`src/hw/hbc_pkg.sv`:
```
// Package for the half-bridge output control block: register map, fields, carriers
`default_nettype none
package hbc_pkg;
  // Register indices; byte address is four times the index
  localparam logic [3:0] IDX_HALF_BRIDGE_OUTPUT   = 4'h1;
  localparam logic [3:0] IDX_HALF_BRIDGE_CONTROL   = 4'h2;
  localparam logic [3:0] IDX_SYSTEM_CONTROL_REGISTER  = 4'h3;
  localparam logic [3:0] IDX_PROTCTL = 4'h4;
  localparam logic [3:0] IDX_IFR     = 4'h5;
  localparam logic [3:0] IDX_HACTL   = 4'h8;
  localparam logic [3:0] IDX_HASTAT  = 4'h9;
  localparam logic [3:0] IDX_POWER_OUTPUT_REGISTER    = 4'hB;
  localparam logic [3:0] IDX_SYSTEM_STATUS_REGISTER = 4'hC;
  // Field positions
  localparam int HALF_BRIDGE_CONTROL_OFC    = 7;
  localparam int HALF_BRIDGE_CONTROL_GAIN   = 6;
  localparam int SYSTEM_CONTROL_REGISTER_PSE   = 7;
  localparam int PROTCTL_HTRE = 0;
  localparam int IFR_LVF      = 0;
  localparam int IFR_HVF      = 1;
  localparam int IFR_HTF      = 2;
  localparam int POWER_OUTPUT_REGISTER_LAMP    = 0;
  localparam int STAT_HBOCF   = 0;
  localparam int STAT_LVF     = 1;
  localparam int STAT_HVF     = 2;
  localparam int STAT_HTF     = 3;
  // Reset values
  localparam logic [7:0] HALF_BRIDGE_OUTPUT_RST = 8'h00;
  localparam logic [2:0] CLS_RST   = 3'h0;
  localparam logic [3:0] NIBBLE0   = 4'h0;
  localparam logic [2:0] HALL0     = 3'h0;
  localparam logic [31:0] WORD0    = 32'h0000_0000;
  // Limit codes below this mean no limit
  localparam logic [2:0] CLS_FIRST_LIMIT = 3'h3;
  // Supply, thermal and overcurrent inputs
  typedef struct packed {
    logic low_voltage;
    logic high_voltage;
    logic overtemp_warn;
    logic overtemp_limit;
    logic hs_overcurrent;
    logic ls_overcurrent;
  } hbc_fault_t;
  // Per-bridge analog indications, bit 0 is bridge 1
  typedef struct packed {
    logic [3:0] limit_hit;
    logic [3:0] hs_gate_off;
    logic [3:0] ls_gate_off;
    logic [3:0] recirc;
  } hbc_bridge_sense_t;
endpackage
`default_nettype wire

```
`src/hw/hbc_top.sv`:
```
// Half-bridge output control: Avalon-MM registers, interlock, chopping and protection
//
// Behaviour
// - Hall flags track enabled inputs, reset clears
// - Reset clears bridge output register, all off
// - MOSFETs switch individually only with stage enable
// - Both bits set drives high side only
// - Turn on waits for opposite gate off
// - Output register holds high/low bits per bridge
// - Low-side bit drives low MOSFET, reset clears
// - High-side bit drives high MOSFET, reset clears
// - Limit hit turns low off until chop edge
// - Offset chop: bridges 3,4 use falling edge
// - Gain bit picks sense range, reset clears
// - Recirculation output high while any bridge recirculates
// - Overtemp warning flag; enabled trip resets outputs
// - Overcurrent kills its side, sets flag
// - Write one clears overcurrent, re-enables outputs
// - Voltage flags disable all bridge outputs
// - Write one clears voltage flag, resets if present
// - Control register layout, bits 5:3 read zero
// - Limit field codes map to five limits
// - Lamp switch needs stage enable and own bit
// - Stage enable at system control bit 7
// - Writing zero to overcurrent flag does nothing
//
// The Avalon-MM interface to the registers is this design's own decision.
`timescale 1ns/1ns
`default_nettype none
module hbc_top (
  // Clock and reset
  input  wire logic                      mclk,
  input  wire logic                      reset,
  // Avalon-MM slave
  input  wire logic [5:0]                avs_address,
  input  wire logic                      avs_read,
  input  wire logic                      avs_write,
  input  wire logic [3:0]                avs_byteenable,
  input  wire logic [31:0]               avs_writedata,
  output logic      [31:0]               avs_readdata,
  output logic                           avs_waitrequest,
  // Analog and pin inputs, asynchronous
  input  wire logic                      chop_clock_input,
  input  wire logic [2:0]                hall_sense_in,
  input  wire hbc_pkg::hbc_fault_t       fault_in,
  input  wire hbc_pkg::hbc_bridge_sense_t bridge_in,
  // Power stage outputs
  output logic      [3:0]                hs_drive,
  output logic      [3:0]                ls_drive,
  output logic                           lamp_drive,
  output logic      [2:0]                hall_input_enable,
  output logic                           sense_gain_select,
  output logic      [2:0]                current_limit_select,
  output logic                           recirculation_detect,
  output logic                           thermal_reset
);

  // Register storage
  logic [7:0]  half_bridge_output_q;
  logic        ofc_q;
  logic        gain_q;
  logic [2:0]  cls_q;
  logic        pse_q;
  logic        htre_q;
  logic        lamp_on_q;
  logic [2:0]  hall_en_q;
  logic [2:0]  hall_flags_q;
  logic        lvf_q;
  logic        hvf_q;
  logic        htf_q;
  logic        hs_oc_q;
  logic        ls_oc_q;
  logic        trip_q;
  logic [3:0]  chop_off_q;
  logic [3:0]  hs_drive_q;
  logic [3:0]  ls_drive_q;
  logic        lamp_q;
  logic        recirc_q;
  logic        wait_q;
  logic [31:0] rdata_q;

  // Synchronisers; first stage feeds only the second
  logic [2:0]  hall_m_q;
  logic [2:0]  hall_s_q;
  hbc_pkg::hbc_fault_t        flt_m_q;
  hbc_pkg::hbc_fault_t        flt_s_q;
  hbc_pkg::hbc_bridge_sense_t br_m_q;
  hbc_pkg::hbc_bridge_sense_t br_s_q;
  logic        chop_m_q;
  logic        chop_s_q;
  logic        chop_p_q;

  always_ff @(posedge mclk or posedge reset) begin
    if (reset) begin
      hall_m_q <= hbc_pkg::HALL0;
      hall_s_q <= hbc_pkg::HALL0;
      flt_m_q  <= '0;
      flt_s_q  <= '0;
      br_m_q   <= '0;
      br_s_q   <= '0;
      chop_m_q <= 1'b0;
      chop_s_q <= 1'b0;
      chop_p_q <= 1'b0;
    end else begin
      hall_m_q <= hall_sense_in;
      hall_s_q <= hall_m_q;
      flt_m_q  <= fault_in;
      flt_s_q  <= flt_m_q;
      br_m_q   <= bridge_in;
      br_s_q   <= br_m_q;
      chop_m_q <= chop_clock_input;
      chop_s_q <= chop_m_q;
      chop_p_q <= chop_s_q;
    end
  end

  // Single-cycle chop edge pulses
  logic chop_rise;
  logic chop_fall;
  assign chop_rise = chop_s_q & ~chop_p_q;
  assign chop_fall = ~chop_s_q & chop_p_q;

  // Register access decode
  function automatic logic idx_ok(input logic [3:0] idx);
    idx_ok = (idx == hbc_pkg::IDX_HALF_BRIDGE_OUTPUT) || (idx == hbc_pkg::IDX_HALF_BRIDGE_CONTROL) ||
             (idx == hbc_pkg::IDX_SYSTEM_CONTROL_REGISTER) || (idx == hbc_pkg::IDX_PROTCTL) ||
             (idx == hbc_pkg::IDX_IFR) || (idx == hbc_pkg::IDX_HACTL) ||
             (idx == hbc_pkg::IDX_HASTAT) || (idx == hbc_pkg::IDX_POWER_OUTPUT_REGISTER) ||
             (idx == hbc_pkg::IDX_SYSTEM_STATUS_REGISTER);
  endfunction

  // Picks the high or low bits of the output register
  function automatic logic [3:0] side_bits(input logic [7:0] r, input logic hi);
    side_bits = hi ? {r[7], r[5], r[3], r[1]} : {r[6], r[4], r[2], r[0]};
  endfunction

  logic [3:0] idx;
  logic       acc;
  logic       wr;
  logic [7:0] wd;
  assign idx = avs_address[5:2];
  assign acc = (avs_address[1:0] == 2'h0) && idx_ok(idx);
  assign wr  = avs_write && !wait_q && acc && avs_byteenable[0];
  assign wd  = avs_writedata[7:0];

  logic wr_half_bridge_output;
  logic wr_half_bridge_control;
  logic wr_system_control_register;
  logic wr_prot;
  logic wr_ifr;
  logic wr_hactl;
  logic wr_power_output_register;
  logic wr_stat;
  assign wr_half_bridge_output  = wr && (idx == hbc_pkg::IDX_HALF_BRIDGE_OUTPUT);
  assign wr_half_bridge_control  = wr && (idx == hbc_pkg::IDX_HALF_BRIDGE_CONTROL);
  assign wr_system_control_register = wr && (idx == hbc_pkg::IDX_SYSTEM_CONTROL_REGISTER);
  assign wr_prot   = wr && (idx == hbc_pkg::IDX_PROTCTL);
  assign wr_ifr    = wr && (idx == hbc_pkg::IDX_IFR);
  assign wr_hactl  = wr && (idx == hbc_pkg::IDX_HACTL);
  assign wr_power_output_register   = wr && (idx == hbc_pkg::IDX_POWER_OUTPUT_REGISTER);
  assign wr_stat   = wr && (idx == hbc_pkg::IDX_SYSTEM_STATUS_REGISTER);

  // Waitrequest drops for exactly one cycle per request
  always_ff @(posedge mclk or posedge reset) begin
    if (reset) begin
      wait_q <= 1'b1;
    end else begin
      wait_q <= !((avs_read || avs_write) && wait_q);
    end
  end

  // Read data captured one edge ahead of the accepting edge
  logic [7:0] rd_byte;
  always_comb begin
    rd_byte = 8'h00;
    if (!acc) begin
      rd_byte = 8'h00;
    end else if (idx == hbc_pkg::IDX_HALF_BRIDGE_OUTPUT) begin
      rd_byte = half_bridge_output_q;
    end else if (idx == hbc_pkg::IDX_HALF_BRIDGE_CONTROL) begin
      rd_byte = {ofc_q, gain_q, 3'h0, cls_q};
    end else if (idx == hbc_pkg::IDX_SYSTEM_CONTROL_REGISTER) begin
      rd_byte[hbc_pkg::SYSTEM_CONTROL_REGISTER_PSE] = pse_q;
    end else if (idx == hbc_pkg::IDX_PROTCTL) begin
      rd_byte[hbc_pkg::PROTCTL_HTRE] = htre_q;
    end else if (idx == hbc_pkg::IDX_IFR) begin
      rd_byte[hbc_pkg::IFR_LVF] = lvf_q;
      rd_byte[hbc_pkg::IFR_HVF] = hvf_q;
      rd_byte[hbc_pkg::IFR_HTF] = htf_q;
    end else if (idx == hbc_pkg::IDX_HACTL) begin
      rd_byte[2:0] = hall_en_q;
    end else if (idx == hbc_pkg::IDX_HASTAT) begin
      rd_byte[2:0] = hall_flags_q;
    end else if (idx == hbc_pkg::IDX_POWER_OUTPUT_REGISTER) begin
      rd_byte[hbc_pkg::POWER_OUTPUT_REGISTER_LAMP] = lamp_on_q;
    end else begin
      rd_byte[hbc_pkg::STAT_HBOCF] = hs_oc_q | ls_oc_q;
      rd_byte[hbc_pkg::STAT_LVF]   = lvf_q;
      rd_byte[hbc_pkg::STAT_HVF]   = hvf_q;
      rd_byte[hbc_pkg::STAT_HTF]   = htf_q;
    end
  end

  always_ff @(posedge mclk or posedge reset) begin
    if (reset) begin
      rdata_q <= hbc_pkg::WORD0;
    end else if (avs_read && wait_q) begin
      rdata_q <= {24'h00_0000, rd_byte};
    end
  end

  // Software control registers
  always_ff @(posedge mclk or posedge reset) begin
    if (reset) begin
      half_bridge_output_q   <= hbc_pkg::HALF_BRIDGE_OUTPUT_RST;
      ofc_q     <= 1'b0;
      gain_q    <= 1'b0;
      cls_q     <= hbc_pkg::CLS_RST;
      pse_q     <= 1'b0;
      htre_q    <= 1'b0;
      lamp_on_q <= 1'b0;
      hall_en_q <= hbc_pkg::HALL0;
    end else begin
      if (wr_half_bridge_output) begin
        half_bridge_output_q <= wd;
      end
      if (wr_half_bridge_control) begin
        ofc_q  <= wd[hbc_pkg::HALF_BRIDGE_CONTROL_OFC];
        gain_q <= wd[hbc_pkg::HALF_BRIDGE_CONTROL_GAIN];
        cls_q  <= wd[2:0];
      end
      if (wr_system_control_register) begin
        pse_q <= wd[hbc_pkg::SYSTEM_CONTROL_REGISTER_PSE];
      end
      if (wr_prot) begin
        htre_q <= wd[hbc_pkg::PROTCTL_HTRE];
      end
      if (wr_power_output_register) begin
        lamp_on_q <= wd[hbc_pkg::POWER_OUTPUT_REGISTER_LAMP];
      end
      if (wr_hactl) begin
        hall_en_q <= wd[2:0];
      end
    end
  end

  // Hall flags follow the sensor only while enabled
  always_ff @(posedge mclk or posedge reset) begin
    if (reset) begin
      hall_flags_q <= hbc_pkg::HALL0;
    end else begin
      hall_flags_q <= hall_s_q & hall_en_q;
    end
  end

  // Protection flags; a pending event beats a write-one clear
  always_ff @(posedge mclk or posedge reset) begin
    if (reset) begin
      lvf_q   <= 1'b0;
      hvf_q   <= 1'b0;
      htf_q   <= 1'b0;
      hs_oc_q <= 1'b0;
      ls_oc_q <= 1'b0;
      trip_q  <= 1'b0;
    end else begin
      lvf_q <= flt_s_q.low_voltage | (lvf_q & ~(wr_ifr & wd[hbc_pkg::IFR_LVF]));
      hvf_q <= flt_s_q.high_voltage | (hvf_q & ~(wr_ifr & wd[hbc_pkg::IFR_HVF]));
      htf_q <= flt_s_q.overtemp_warn | (htf_q & ~(wr_ifr & wd[hbc_pkg::IFR_HTF]));
      hs_oc_q <= flt_s_q.hs_overcurrent | (hs_oc_q & ~(wr_stat & wd[hbc_pkg::STAT_HBOCF]));
      ls_oc_q <= flt_s_q.ls_overcurrent | (ls_oc_q & ~(wr_stat & wd[hbc_pkg::STAT_HBOCF]));
      // Thermal trip holds until the block is reset
      trip_q <= trip_q | (htre_q & flt_s_q.overtemp_limit);
    end
  end

  // Current limiting; codes 000 to 010 disable it
  logic       limit_on;
  logic [3:0] reenable;
  assign limit_on = (cls_q >= hbc_pkg::CLS_FIRST_LIMIT);
  assign reenable = ofc_q ? {chop_fall, chop_fall, chop_rise, chop_rise}
                          : {4{chop_rise}};

  always_ff @(posedge mclk or posedge reset) begin
    if (reset) begin
      chop_off_q <= hbc_pkg::NIBBLE0;
    end else begin
      // A fresh limit hit wins over a same-cycle re-enable edge
      chop_off_q <= ({4{limit_on}} & br_s_q.limit_hit & ls_drive_q) |
                    (chop_off_q & ~reenable & {4{limit_on}});
    end
  end

  // Gate drive with priority, interlock and break-before-make
  logic [3:0] lamp_switch_on;
  logic [3:0] ls_on;
  logic       kill;
  logic [3:0] hs_want;
  logic [3:0] ls_want;
  assign lamp_switch_on   = side_bits(half_bridge_output_q, 1'b1);
  assign ls_on   = side_bits(half_bridge_output_q, 1'b0);
  assign kill    = ~pse_q | lvf_q | hvf_q | trip_q;
  assign hs_want = lamp_switch_on & {4{~kill & ~hs_oc_q}};
  assign ls_want = ls_on & ~lamp_switch_on & ~chop_off_q & {4{~kill & ~ls_oc_q}};

  always_ff @(posedge mclk or posedge reset) begin
    if (reset) begin
      hs_drive_q <= hbc_pkg::NIBBLE0;
      ls_drive_q <= hbc_pkg::NIBBLE0;
      lamp_q     <= 1'b0;
      recirc_q   <= 1'b0;
    end else begin
      // Holding turn-on until the other gate is off avoids shoot-through
      hs_drive_q <= hs_want & br_s_q.ls_gate_off & ~ls_drive_q;
      ls_drive_q <= ls_want & br_s_q.hs_gate_off & ~hs_drive_q;
      // The thermal trip drops every power output, the lamp switch included
      lamp_q     <= pse_q & lamp_on_q & ~trip_q;
      recirc_q   <= |br_s_q.recirc;
    end
  end

  // Outputs
  assign avs_readdata         = rdata_q;
  assign avs_waitrequest      = wait_q;
  assign hs_drive             = hs_drive_q;
  assign ls_drive             = ls_drive_q;
  assign lamp_drive           = lamp_q;
  assign hall_input_enable    = hall_en_q;
  assign sense_gain_select    = gain_q;
  assign current_limit_select = cls_q;
  assign recirculation_detect = recirc_q;
  assign thermal_reset        = trip_q;
endmodule
`default_nettype wire

```
`config.mk`:
```
export PLATFORM = sky130hd
export DESIGN_NAME = hbc_top
export DESIGN_NICKNAME = d
export VERILOG_FILES = /design/src/hw/hbc_pkg.sv /design/src/hw/hbc_top.sv
export SDC_FILE = /design/constraint.sdc
export NUM_CORES = 1
export LEC_CHECK = 0
export ABC_CLOCK_PERIOD_IN_PS = 2610
export BUFFER_PORTS_ARGS = -buffer_cell sky130_fd_sc_hd__buf_4
export CAP_MARGIN = 0
export CORE_AREA = 4 4 113 88
export DETAILED_ROUTE_END_ITERATION = 10
export DIE_AREA = 0 0 117 92
export GPL_TIMING_DRIVEN = 0
export PLACE_DENSITY = 0.82
export SLEW_MARGIN = 25
export SYNTH_ARGS = -nofsm -noshare
export SYNTH_HDL_FRONTEND = slang
export SYNTH_SLANG_ARGS = --single-unit
```
`constraint.sdc`:
```
create_clock -name mclk -period 2.61 [get_ports mclk]
set_input_delay 0.1305 -clock mclk [delete_from_list [all_inputs] [get_ports mclk]]
set_output_delay 0.1305 -clock mclk [all_outputs]
set_load 0.005 [all_outputs]
```
==> results list, run 1 <==
- Internal power contribution: 0.00255 W
- Clock-pin transition on the worst setup and hold timing paths: 0.07 ns
- Of the total power, registers draw 0.509.
- Element type at the critical path end: flip-flop
- Along the worst path, the maximum fanout reaches 7.
- Sequential cell area fraction in the yosys report: 0.657
- Number of flops mapped to enable cells by yosys: 0
- Critical Path Source Type: input port
- The netlist uses 51 different library cells.
- Worst clock skew on the final layout: 0.00664 ns
- Overflow after GRT: 0
- The cell area that synthesis handed to floorplanning was 3960 um^2.
- Of the total synthesized cell area, the portion taken by XOR and XNOR cells is 0.00221.
- Counting flops and latches in the post-synthesis netlist gives 104.
* Net switching power: 0.000810 W
- Measured in cells, the most critical reg-to-reg path has a length of 4.
- In the final design database the tool counted 507 nets.
- Of the total synthesized cell area, the portion taken by full adders, half adders and majority gates is 0.
* IO Pins: 123
* Largest family of logic cells by synthesized area: simple AND/OR/NAND/NOR gates
- Number of clock sinks seen by CTS: 104
- Total routing usage reported by global routing: 0.169
* Most frequent cell after synthesis: dfrtp_1
* Maximum achievable frequency: 557 MHz
- Quantity of I/O buffers inserted on ports: 68
- Die boundary width: 117 um
- Pin count of the biggest net entering global routing: 35
- The share of synthesized area in the top cell type comes to 0.650.
* Commonest cells in the netlist: 103 x dfrtp_1, 26 x buf_4, 26 x nand2_1
- Routability-driven placement finished with a final weighted congestion of 0.795.
- DIE AREA: 10800 um^2
- Peak supply drop: 756 uV
* DR pass1 iterations: 4
* Final total power: 0.00336 W
- Pwr Density: 623 nW/um^2
- The clock passes through at most 2 buffers.
* Cell count of the worst hold path: 2
- After synthesis, the share of flip-flops with an asynchronous set or reset is 1.00.
- Area fraction in compound gates after synthesis: 0.0808
* Average detailed-routed wire length per instance: 15.3 um
- Final count of negative-setup-slack endpoints: 0
* Number of warnings reported in the yosys synthesis log: 0
- Cell accounting for the most synthesized area: dfrtp_1
- CTS root buffer: clkbuf_16
- Final-layout fill cell count: 669
- Class of the most critical setup path: in -> reg
- Of the total power, combinational logic draws 0.092.
- Leakage component of the power: 2.57 nW
* RSZ-0062 raised after global routing: no
- After synthesis, the mean cell area works out to 13.3 um^2.
- After detailed routing, the number of vias per cell comes to 4.93.
* Total negative slack for setup checks: 0 ns
- Fraction of synthesized area in multiplexers: 0.0641
- Across all hold checks on the routed design, the worst slack comes to 0.0175 ns.
- Once detailed placement completed, the half-perimeter wirelength came to 6.23 mm.
* Number of vias in the routed layout: 2719
- Worst setup slack after layout: 0.815 ns
* Fraction of the mapped netlist area in simple logic gates: 0.133
- The min-delay analysis places its worst path in the category in -> reg.
- Tightest slew margin relative to the limit: 0.656
* TritonCTS clock tree: yes
- The flow ran to the end, and the final reports show no timing, DRC or antenna violations.
- Among all flip-flop cells after synthesis, the most frequent one is dfrtp_1.
- The number of endpoints with negative hold slack in the final report came to 0.
- The initial antenna violation count came to 0.
* Transition time at the pin with the least slew margin: 0.515 ns
- Clock network fraction of design power: 0.399
- Clock period minus worst slack: 1.79 ns
- The via count of the first global-routing pass came to 2803.
- Max-cap violations in this run came to 0.
- By area the synthesized netlist is led by dfrtp_1 65%, buf_4 4.9%, mux2_1 4.0%, nand2_1 2.5%, mux2_4 1.9%.
- H-Tree Level Count: 3
- OpenSTA, run right after detailed placement, puts the worst setup slack at 0.887 ns.
- Placeable Area: 8860 um^2
- For this run, the share of the core covered by cells in the final layout is 0.609.
- Detailed-route DRC error count: 0
- At the worst endpoint, the required time is 2.84 ns.
- Of the cells placed in the final design, the portion with a size suffix greater than 1 is 0.302.
- Critical Path AT: 2.02 ns
* Cell row count: 30
- Number of instances in the synthesized netlist: 298
- Initial standard-cell utilization of the core: 0.447
- After detailed routing, the total wire length is 8.46 mm.
* Final ANT Viol Nets: 0
- Chip Height: 92 um
* Fraction of the cycle the final worst path needs: 0.688
- The number of antenna diodes in the final layout is 0.
- Area delta synth->final: 36.2%
- In this run, CTS created clock tree buffers numbering 9.
* Clock insertion delay at the later pin of the skew report: 0.34 ns
- First-pass GRT wire length: 13.9 mm
- Final max-slew violation count: 0
- Switch share: 0.241
- After the first detailed-routing iteration, the DRC count stood at 84.
## kinds of logic (layout without fill, tap and decap cells)
group | count (synthesis) | in the layout
other | 1 | 24
and+or+nand+nor | 93 | 93
AOI/OAI and AO/OA | 43 | 43
xor gates and xnor gates | 1 | 1
buffers and inverters | 35 | 154
muxes | 21 | 21
DFF | 104 | 104
## area by class of cell
class / count / area [um^2] / share of cell area
Buffer: 32 / 234 / 0.0433
Clock buffer: 10 / 239 / 0.0443
Clock inverter: 6 / 67.6 / 0.0125
Inverter: 3 / 15.0 / 0.00278
Multi-Input combinational cell: 182 / 1200 / 0.222
Sequential cell: 104 / 2600 / 0.482
Tap cell: 112 / 140 / 0.0260
Timing Repair Buffer: 103 / 898 / 0.166
## worst max-delay path: stages
cell and delay, ns:
dlygate4sd3_1 0.53, buf_4 0.11, nand2_1 0.05, nor2_2 0.40, and4bb_1 0.41, nand2_1 0.09
mux2_1 0.31
## per-layer routing
layer	vias up	GRT usage	wire length (um)
li1	1276	-	-
met1	1320	0.222	3630
met2	106	0.259	3950
met3	17	0.0567	699
met4	0	0.0688	182
met5	-	0	0
## registers in the layout, indices dropped and copies added, names as in the netlist, 3 cells and up
register and flops:
hall_input_enable 3, ls_drive 4, current_limit_select 3, hall_flags_q 3
flt_s_q 6, br_s_q 16, hall_s_q 3, flt_m_q 6
half_bridge_output_q 8, hall_m_q 3, avs_readdata 8, chop_off_q 4
br_m_q 16, hs_drive 4
## stage by stage
step           std cells  area (um^2)
6_report             552         5400
4_1_cts              552         5400
3_5_place_dp         504         4770
2_1_floorplan        321         4050
5_1_grt              552         5400
3_3_place_gp         501         4700
## what timing repair did
item	4_1_cts	5_1_grt
gates resized for setup	0	0
setup endpoints to repair	0	0
endpoints found under the hold margin	47	0
hold buffers	32	0
buffers inserted	0	0
## path summary, 6_finish.rpt
path	start	to	slack, ns
setup / recovery	avs_write	htre_q$_DFFE_PP0P_	0.82
hold / removal	avs_writedata[3]	half_bridge_output_q[3]$_DFFE_PP0P_	0.02
setup reg to reg	avs_waitrequest$_DFF_PP1_	htre_q$_DFFE_PP0P_	0.85
hold reg to reg	chop_m_q$_DFF_PP0_	chop_s_q$_DFF_PP0_	0.35
max in group asynchronous	reset	avs_waitrequest$_DFF_PP1_	1.66
min in group asynchronous	reset	br_m_q[11]$_DFF_PP0_	0.39
## power groups by stage
stage	Clock, W	Sequential [W]	Combinational [W]
finish	0.00134	0.00171	0.000309
global route	0.00144	0.00172	0.000343
CTS	0.00137	0.00171	0.000309
detailed placement	0	0.00174	0.000269
global placement	0	0.00174	0.000253
floorplan	0	0.00173	0.000147
## placed cells by master (no fill, tap or decap), drive strengths merged, types with 2 or more instances in the layout
cell type	n
dfrtp	103
buf	100
dlygate4sd3	32
nand2	27
conb	24
mux2	20
nor2	16
clkbuf	13
nor3	12
a21oi	8
nand3	8
a22oi	7
inv	7
a21o	6
nand2b	5
and2	5
nor2b	4
o31ai	4
nand4	4
o21ai	3
nand3b	3
nor4b	2
nor3b	2
a221o	2
a32o	2
o22ai	2
o2111ai	2
a32oi	2
Power figures use the tool's default switching activity.
==> inputs of run 2 (changes only) <==
--- a/config.mk
+++ b/config.mk
@@ -5,14 +5,14 @@
 export SDC_FILE = /design/constraint.sdc
 export NUM_CORES = 1
 export LEC_CHECK = 0
-export ABC_CLOCK_PERIOD_IN_PS = 2610
+export ABC_CLOCK_PERIOD_IN_PS = 1800
 export BUFFER_PORTS_ARGS = -buffer_cell sky130_fd_sc_hd__buf_4
 export CAP_MARGIN = 0
-export CORE_AREA = 4 4 113 88
+export CORE_AREA = 4 4 107 84
 export DETAILED_ROUTE_END_ITERATION = 10
-export DIE_AREA = 0 0 117 92
+export DIE_AREA = 0 0 111 88
 export GPL_TIMING_DRIVEN = 0
-export PLACE_DENSITY = 0.82
+export PLACE_DENSITY = 0.86
 export SLEW_MARGIN = 25
 export SYNTH_ARGS = -nofsm -noshare
 export SYNTH_HDL_FRONTEND = slang
==> constraint.sdc (replaced) <==
create_clock -name mclk -period 1.8 [get_ports mclk]
set_input_delay 0.09 -clock mclk [delete_from_list [all_inputs] [get_ports mclk]]
set_output_delay 0.09 -clock mclk [all_outputs]
set_load 0.005 [all_outputs]
==> run 2 against run 1 <==
Effect of this change: die area is 9.3% lower; final area shrank 1.4%; final cell count is 0.36% lower; hold slack worse by 0.0030 ns; combinational power is 49% higher; critical path depth shrank 3; non-clock buffer count up 5; worst setup slack lost 0.78 ns; sequential power is 45% higher; largest power group unchanged.
==> results list, run 2 (same netlist as run 1, synthesis figures left out) <==
* TritonCTS clock tree: yes
- H-Tree Level Count: 3
* Share of post-route cells with drive strength above 1: 0.297
- Placeable Area: 7810 um^2
- Maximum fanout along the worst path: 7
* Postcts setup bufs: 0
- The largest registers in the layout are br_m_q: 16 flops, br_s_q: 16 flops.
- Across all layers, the routed design uses 2712 vias.
- Peak supply drop: 845 uV
- Summed over all cells, the static leakage comes to 2.53 nW.
* RSZ-0062 raised after global routing: yes
* Detailed-route DRC error count: 0
- From left edge to right edge, the die measures 111 um.
- Element type at the critical path end: flip-flop
* Gates resized, CTS repair: 0
- Among cell families on the critical path, the largest total delay comes from flip-flops.
- The via count of the first global-routing pass came to 2801.
- Slowest CP cell: dfstp_2
* Status: complete, no violations
- In this run, CTS created clock tree buffers numbering 9.
- The clock reaches the later pin of the worst-skew pair after 0.37 ns.
- At the end of routability-driven placement, the weighted congestion stood at 0.845.
* Pin count of the biggest net entering global routing: 35
* Area of all placed cells without fillers: 5320 um^2
- STA classifies the critical path startpoint as a flip-flop.
- Power spread over the standard cell area amounts to 811 nW/um^2.
- Once layout is complete, the utilization of the core stands at 0.681.
- Clock-pin transition on the worst setup and hold timing paths: 0.10 ns
- Input and output buffers added on the ports amount to 68.
- In this run the worst hold path is classified as in -> reg.
* Fraction of the cycle the final worst path needs: 0.978
* Worst slack, placed: 0.0664 ns
* Total negative slack for setup checks: 0 ns
* Initial standard-cell utilization of the core: 0.507
- At the worst endpoint, the required time is 2.06 ns.
- Worst clock skew on the final layout: 0.0102 ns
* Area delta synth->final: 34.4%
- The die covers 9770 um^2.
* Cell row count: 28
- Average detailed-routed wire length per instance: 15.4 um
- DRT Wirelength: 8.49 mm
* CTS root buffer: clkbuf_8
* Final total power: 0.00432 W
* Detailed placer's ending HPWL: 6.18 mm
* Maximum root-to-sink buffer count: 2
- Count of antenna diodes in the layout: 0
- The number of max-slew violations in the final report was 0.
- The number of endpoints with negative hold slack in the final report was 0.
* Clock period minus worst slack: 1.76 ns
- The signal on the critical path passes through nand2_1 -> a221o_1 -> or3_1 -> o311a_1.
- Number of clock sinks seen by CTS: 104
- Across all setup checks in the final design, the least slack found is 0.0388 ns.
- The count of nets left with antenna violations once routing finished came out at 0.
- 123 I/O pins were placed.
- Buffers & Inverters on Critical Path: 0
- Leaving out fill and tap cells, the most frequent cell in the layout is dfrtp_1.
- Post-layout nets: 512
- The filler cells instantiated in the layout total 536.
- Max-cap check violation count: 0
- The critical path in this run is classified as reg -> reg.
- DR pass1 iterations: 4
- For this run, the total global-route usage over all layers was measured as 0.186.
* Critical Path AT: 2.03 ns
- In the layout the commonest cells are 103 x dfrtp_1, 94 x buf_4, 37 x dlygate4sd3_1.
- In this run the cell area measured after placement is 4760 um^2.
- The first global-routing pass estimated 13.9 mm of wire.
- Using the TritonRoute via totals, the vias-per-cell ratio works out to 4.93.
- Based on the critical path, the design can be clocked at up to 568 MHz.
- Setup violations remaining at the end of the flow were counted as 0.
- Initial antenna violation count: 0
* Overflow after GRT: 0
- CP peak stage delay: 0.60 ns
* Chip Height: 88 um
- The first routing iteration left 166 violations.
run 2: cell count changes in the layout (fill, tap and decap cells not counted), sizes merged:
cell | before | now
inv | 7 | 5
clkinv | 1 | 2
dlygate4sd3 | 32 | 37
clkinvlp | 1 | 2
run 2: metrics by stage:
stage | hold WS (ns) | std cells
3_5_place_dp | 0.131 | 497
5_1_grt | 0.0167 | 550
2_1_floorplan | 0.121 | 321
6_report | 0.0146 | 550
3_3_place_gp | 0.199 | 494
4_1_cts | 0.00152 | 550
run 2: cell type report:
cell class                      count  area [um^2]  share of cell area
Buffer                             32          234              0.0439
Timing Repair Buffer              108          948               0.178
Sequential cell                   104         2600               0.489
Inverter                            3         15.0             0.00282
Clock buffer                       10          128              0.0240
Multi-Input combinational cell    182         1200               0.225
Clock inverter                      6         63.8              0.0120
Tap cell                          105          131              0.0247
run 2: repair_timing:
action | 4_1_cts | 5_1_grt
hold buffers | 37 | 0
setup endpoints to repair | 0 | 2
endpoints found under the hold margin | 63 | 0
run 2: worst paths after layout:
check	end	slack, ns	from	cells after the start
max	avs_readdata[0]$_DFFE_PP0P_	0.04	avs_waitrequest$_DFF_PP1_	4
min	avs_readdata[2]$_DFFE_PP0P_	0.01	avs_read	3
max reg2reg	avs_readdata[0]$_DFFE_PP0P_	0.04	avs_waitrequest$_DFF_PP1_	4
min reg2reg	br_s_q[4]$_DFF_PP0_	0.35	br_m_q[4]$_DFF_PP0_	0
max in group asynchronous	avs_waitrequest$_DFF_PP1_	0.77	reset	5
min in group asynchronous	br_m_q[15]$_DFF_PP0_	0.28	reset	3
run 2: worst register-to-register path: stages (launching register included):
cell and delay [ns]:
dfstp_2 0.60, nand2_1 0.18, a221o_1 0.41, or3_1 0.35, o311a_1 0.13
run 2: routing by layer:
metal  vias up  track usage  routed length [um]
met4         0       0.0850                 230
met1      1284        0.239                3620
met5         -            0                   0
met2       119        0.292                3910
met3        20       0.0608                 729
li1       1289            -                   -
run 2: report_power, final:
group / total, W / internal (W) / leakage [nW] / switching [W]
Sequential: 0.00248 / 0.00243 / 1.29 / 0.0000522
Combinational: 0.000460 / 0.000251 / 1.14 / 0.000209
Clock: 0.00138 / 0.000541 / 0.0937 / 0.000837
Total: 0.00432 / 0.00322 / 2.53 / 0.00110
==> inputs of run 3 (changes only) <==
--- a/config.mk
+++ b/config.mk
@@ -8,11 +8,11 @@
 export ABC_CLOCK_PERIOD_IN_PS = 1800
 export BUFFER_PORTS_ARGS = -buffer_cell sky130_fd_sc_hd__buf_4
 export CAP_MARGIN = 0
-export CORE_AREA = 4 4 107 84
+export CORE_AREA = 4 4 130 70
 export DETAILED_ROUTE_END_ITERATION = 10
-export DIE_AREA = 0 0 111 88
+export DIE_AREA = 0 0 134 74
 export GPL_TIMING_DRIVEN = 0
-export PLACE_DENSITY = 0.86
+export PLACE_DENSITY = 0.78
 export SLEW_MARGIN = 25
 export SYNTH_ARGS = -nofsm -noshare
 export SYNTH_HDL_FRONTEND = slang
==> run 3 against run 2 <==
Effect of this change: final cell count is 0.73% higher; combinational power fell by 2%; routed wire length grew 2.3%; worst setup slack gained 0.082 ns; clock skew shrank 0.0042 ns; non-clock buffer count fell by 3; via count is 1.4% higher; critical path depth rose by 3; clock power is 35% higher; fmax increased by 4.9%; highest routed layer unchanged.
==> results list, run 3 (same netlist as run 1, synthesis figures left out) <==
* Class of the most critical setup path: in -> reg
- Headroom to the max-slew limit came out at 0.615.
- Transition time at the pin with the least slew margin: 0.577 ns
* RSZ-0062 raised after global routing: no
* Number of cells on the worst reg-to-reg path: 4
* Reg2Reg Launch Point: avs_waitrequest$_DFF_PP1_
* DIE AREA: 9920 um^2
- After global routing the overflow that remains totals 0.
* Hold Vio Cnt, Final: 0
* Maximum root-to-sink buffer count: 2
- In the final layout, the share of cells above drive strength 1 is 0.301.
- The number of max-slew violations in the final report was 0.
- Post-layout nets: 509
- Most frequent cells in the layout: 103 x dfrtp_1, 94 x buf_4, 34 x dlygate4sd3_1
- Biggest registers after layout: br_m_q: 16 flops, br_s_q: 16 flops
* Status: complete, no violations
- Cell Area, Placed: 4770 um^2
- Pin count of the biggest net entering global routing: 36
- Once routing completed, OpenROAD measured the worst setup slack at 0.121 ns.
- The worst hold path terminates at half_bridge_output_q[2]$_DFFE_PP0P_.
- In this run the remaining antenna-violating nets after routing total 0.
- DRT Wirelength: 8.68 mm
* Fraction of the cycle the final worst path needs: 0.933
- IO Pins: 123
* CTS root buffer: clkbuf_16
- Count of antenna diodes in the layout: 0
- Area of all placed cells without fillers: 5400 um^2
- After clock tree synthesis, the clock-pin slew on the worst setup and hold paths is 0.07 ns.
- In this run, the number of DRC markers left after iteration 0 of detailed routing was 266.
- The library cell used most frequently in the layout, excluding fill and tap cells, is dfrtp_1.
- From bottom edge to top edge, the die measures 74 um.
- Worst slack, placed: 0.0752 ns
* Area delta synth->final: 36.3%
* Max-cap check violation count: 0
- Total routing usage reported by global routing: 0.182
* Kind of path behind the tightest hold check: in -> reg
- For the worst-skew pair, the clock arrives at the later sink with an insertion delay of 0.33 ns.
- Number of vias in the routed layout: 2751
- Placeable Area: 7860 um^2
- The worst setup path is captured at a flip-flop.
- Setup violations remaining at the end of the flow were counted as 0.
- Worst clock skew on the final layout: 0.00603 ns
- Share of the core filled with cells: 0.688
- Average detailed-routed wire length per instance: 15.7 um
* Critical Path Source Type: input port
- Peak supply drop: 624 uV
- H-Tree Level Count: 3
- Clock tree synthesis inserted a total of 9 buffers.
* Total negative slack for setup checks: 0 ns
- Die boundary width: 134 um
* Vias/cell: 4.97
- Worst endpoint required time: 2.02 ns
* Detailed placer's ending HPWL: 6.21 mm
- GP Congestion: 0.847
- Number of clock sinks seen by CTS: 104
- The worst register-to-register path ends at avs_readdata[0]$_DFFE_PP0P_.
- Postcts setup bufs: 0
- Critical Path AT: 1.90 ns
- Leakage component of the power: 2.56 nW
- Cell row count: 23
- Detailed-route DRC error count: 0
- In this run the tool buffered the top-level ports with 68 buffer cells.
* Hold path startpoint: avs_writedata[2]
- Summing internal, switching and leakage power gives 0.00480 W.
- Vias in the first global route: 2787
* Maximum achievable frequency: 595 MHz
- Cell count of the worst hold path: 2
* Clock period minus worst slack: 1.68 ns
- Setup slack on the worst reg-to-reg path comes out at 0.13 ns.
- The initial utilization of the core area, before any placement, comes to 0.504.
* Initial antenna violation count: 0
- The first detailed-routing pass ran for 4 iterations.
- Maximum fanout along the worst path: 7
- The first global-routing pass estimated 13.9 mm of wire.
- In this run the power density over the cells is 888 nW/um^2.
- TritonCTS built the clock tree.
==> run 3: cell types whose count changed in the layout (fill, tap and decap cells not counted) <==
| cell | before | now |
|---|---|---|
| clkbuf_16 | 0 | 9 |
| clkbuf_8 | 9 | 0 |
| dlygate4sd3_1 | 37 | 34 |
| inv_6 | 1 | 4 |
| inv_8 | 2 | 0 |
| clkinvlp_4 | 2 | 1 |
| nand2_1 | 26 | 25 |
| nand2_2 | 1 | 2 |
==> run 3: through the flow <==
stage	cells	hold slack, ns
2_1_floorplan	321	0.121
3_3_place_gp	501	0.199
3_5_place_dp	504	0.185
4_1_cts	554	0.00546
5_1_grt	554	0.0114
6_report	554	0.0130
==> run 3: critical path, stage by stage <==
cell,delay [ns]
dlygate4sd3_1,0.54
buf_4,0.11
nand2_1,0.05
nor2_2,0.35
and4bb_1,0.36
nand2_1,0.08
mux2_1,0.31
==> run 3: timing repair <==
item / in CTS / in global routing
hold buffers: 34 / 0
setup endpoints to repair: 0 / 1
gates resized for setup: 0 / 1
hold endpoints to repair: 55 / 0
==> run 3: metal layers <==
metal | routed length, um | global-route usage | vias to the layer above
li1 | - | - | 1277
met1 | 3660 | 0.228 | 1321
met2 | 4190 | 0.309 | 134
met3 | 719 | 0.0527 | 19
met4 | 122 | 0.0673 | 0
met5 | 0 | 0 | -
==> run 3: cell type report <==
cell class                      count  area [um^2]
Sequential cell                   104         2600
Fill cell                         556         2450
Multi-Input combinational cell    182         1200
Timing Repair Buffer              105          918
Buffer                             32          234
Clock buffer                       10          229
Tap cell                          112          140
Clock inverter                      6         60.1
Inverter                            3         15.0
==> run 3: where the power goes <==
| part | switching [W] | internal (W) |
|---|---|---|
| registers | 0.0000567 | 0.00243 |
| logic | 0.000206 | 0.000247 |
| clock network | 0.000883 | 0.000973 |
| total | 0.00115 | 0.00365 |
==> run 3: worst max path at each step <==
stage	cells past startpoint	to	start
final	7	htre_q$_DFFE_PP0P_	avs_write
after global routing	4	avs_readdata[0]$_DFFE_PP0P_	avs_waitrequest$_DFF_PP1_
after CTS	4	avs_readdata[0]$_DFFE_PP0P_	avs_waitrequest$_DFF_PP1_
after detailed placement	4	avs_readdata[0]$_DFFE_PP0P_	avs_waitrequest$_DFF_PP1_
after global placement	2	avs_readdata[2]$_DFFE_PP0P_	reset
after floorplan	4	avs_readdata[0]$_DFFE_PP0P_	avs_waitrequest$_DFF_PP1_
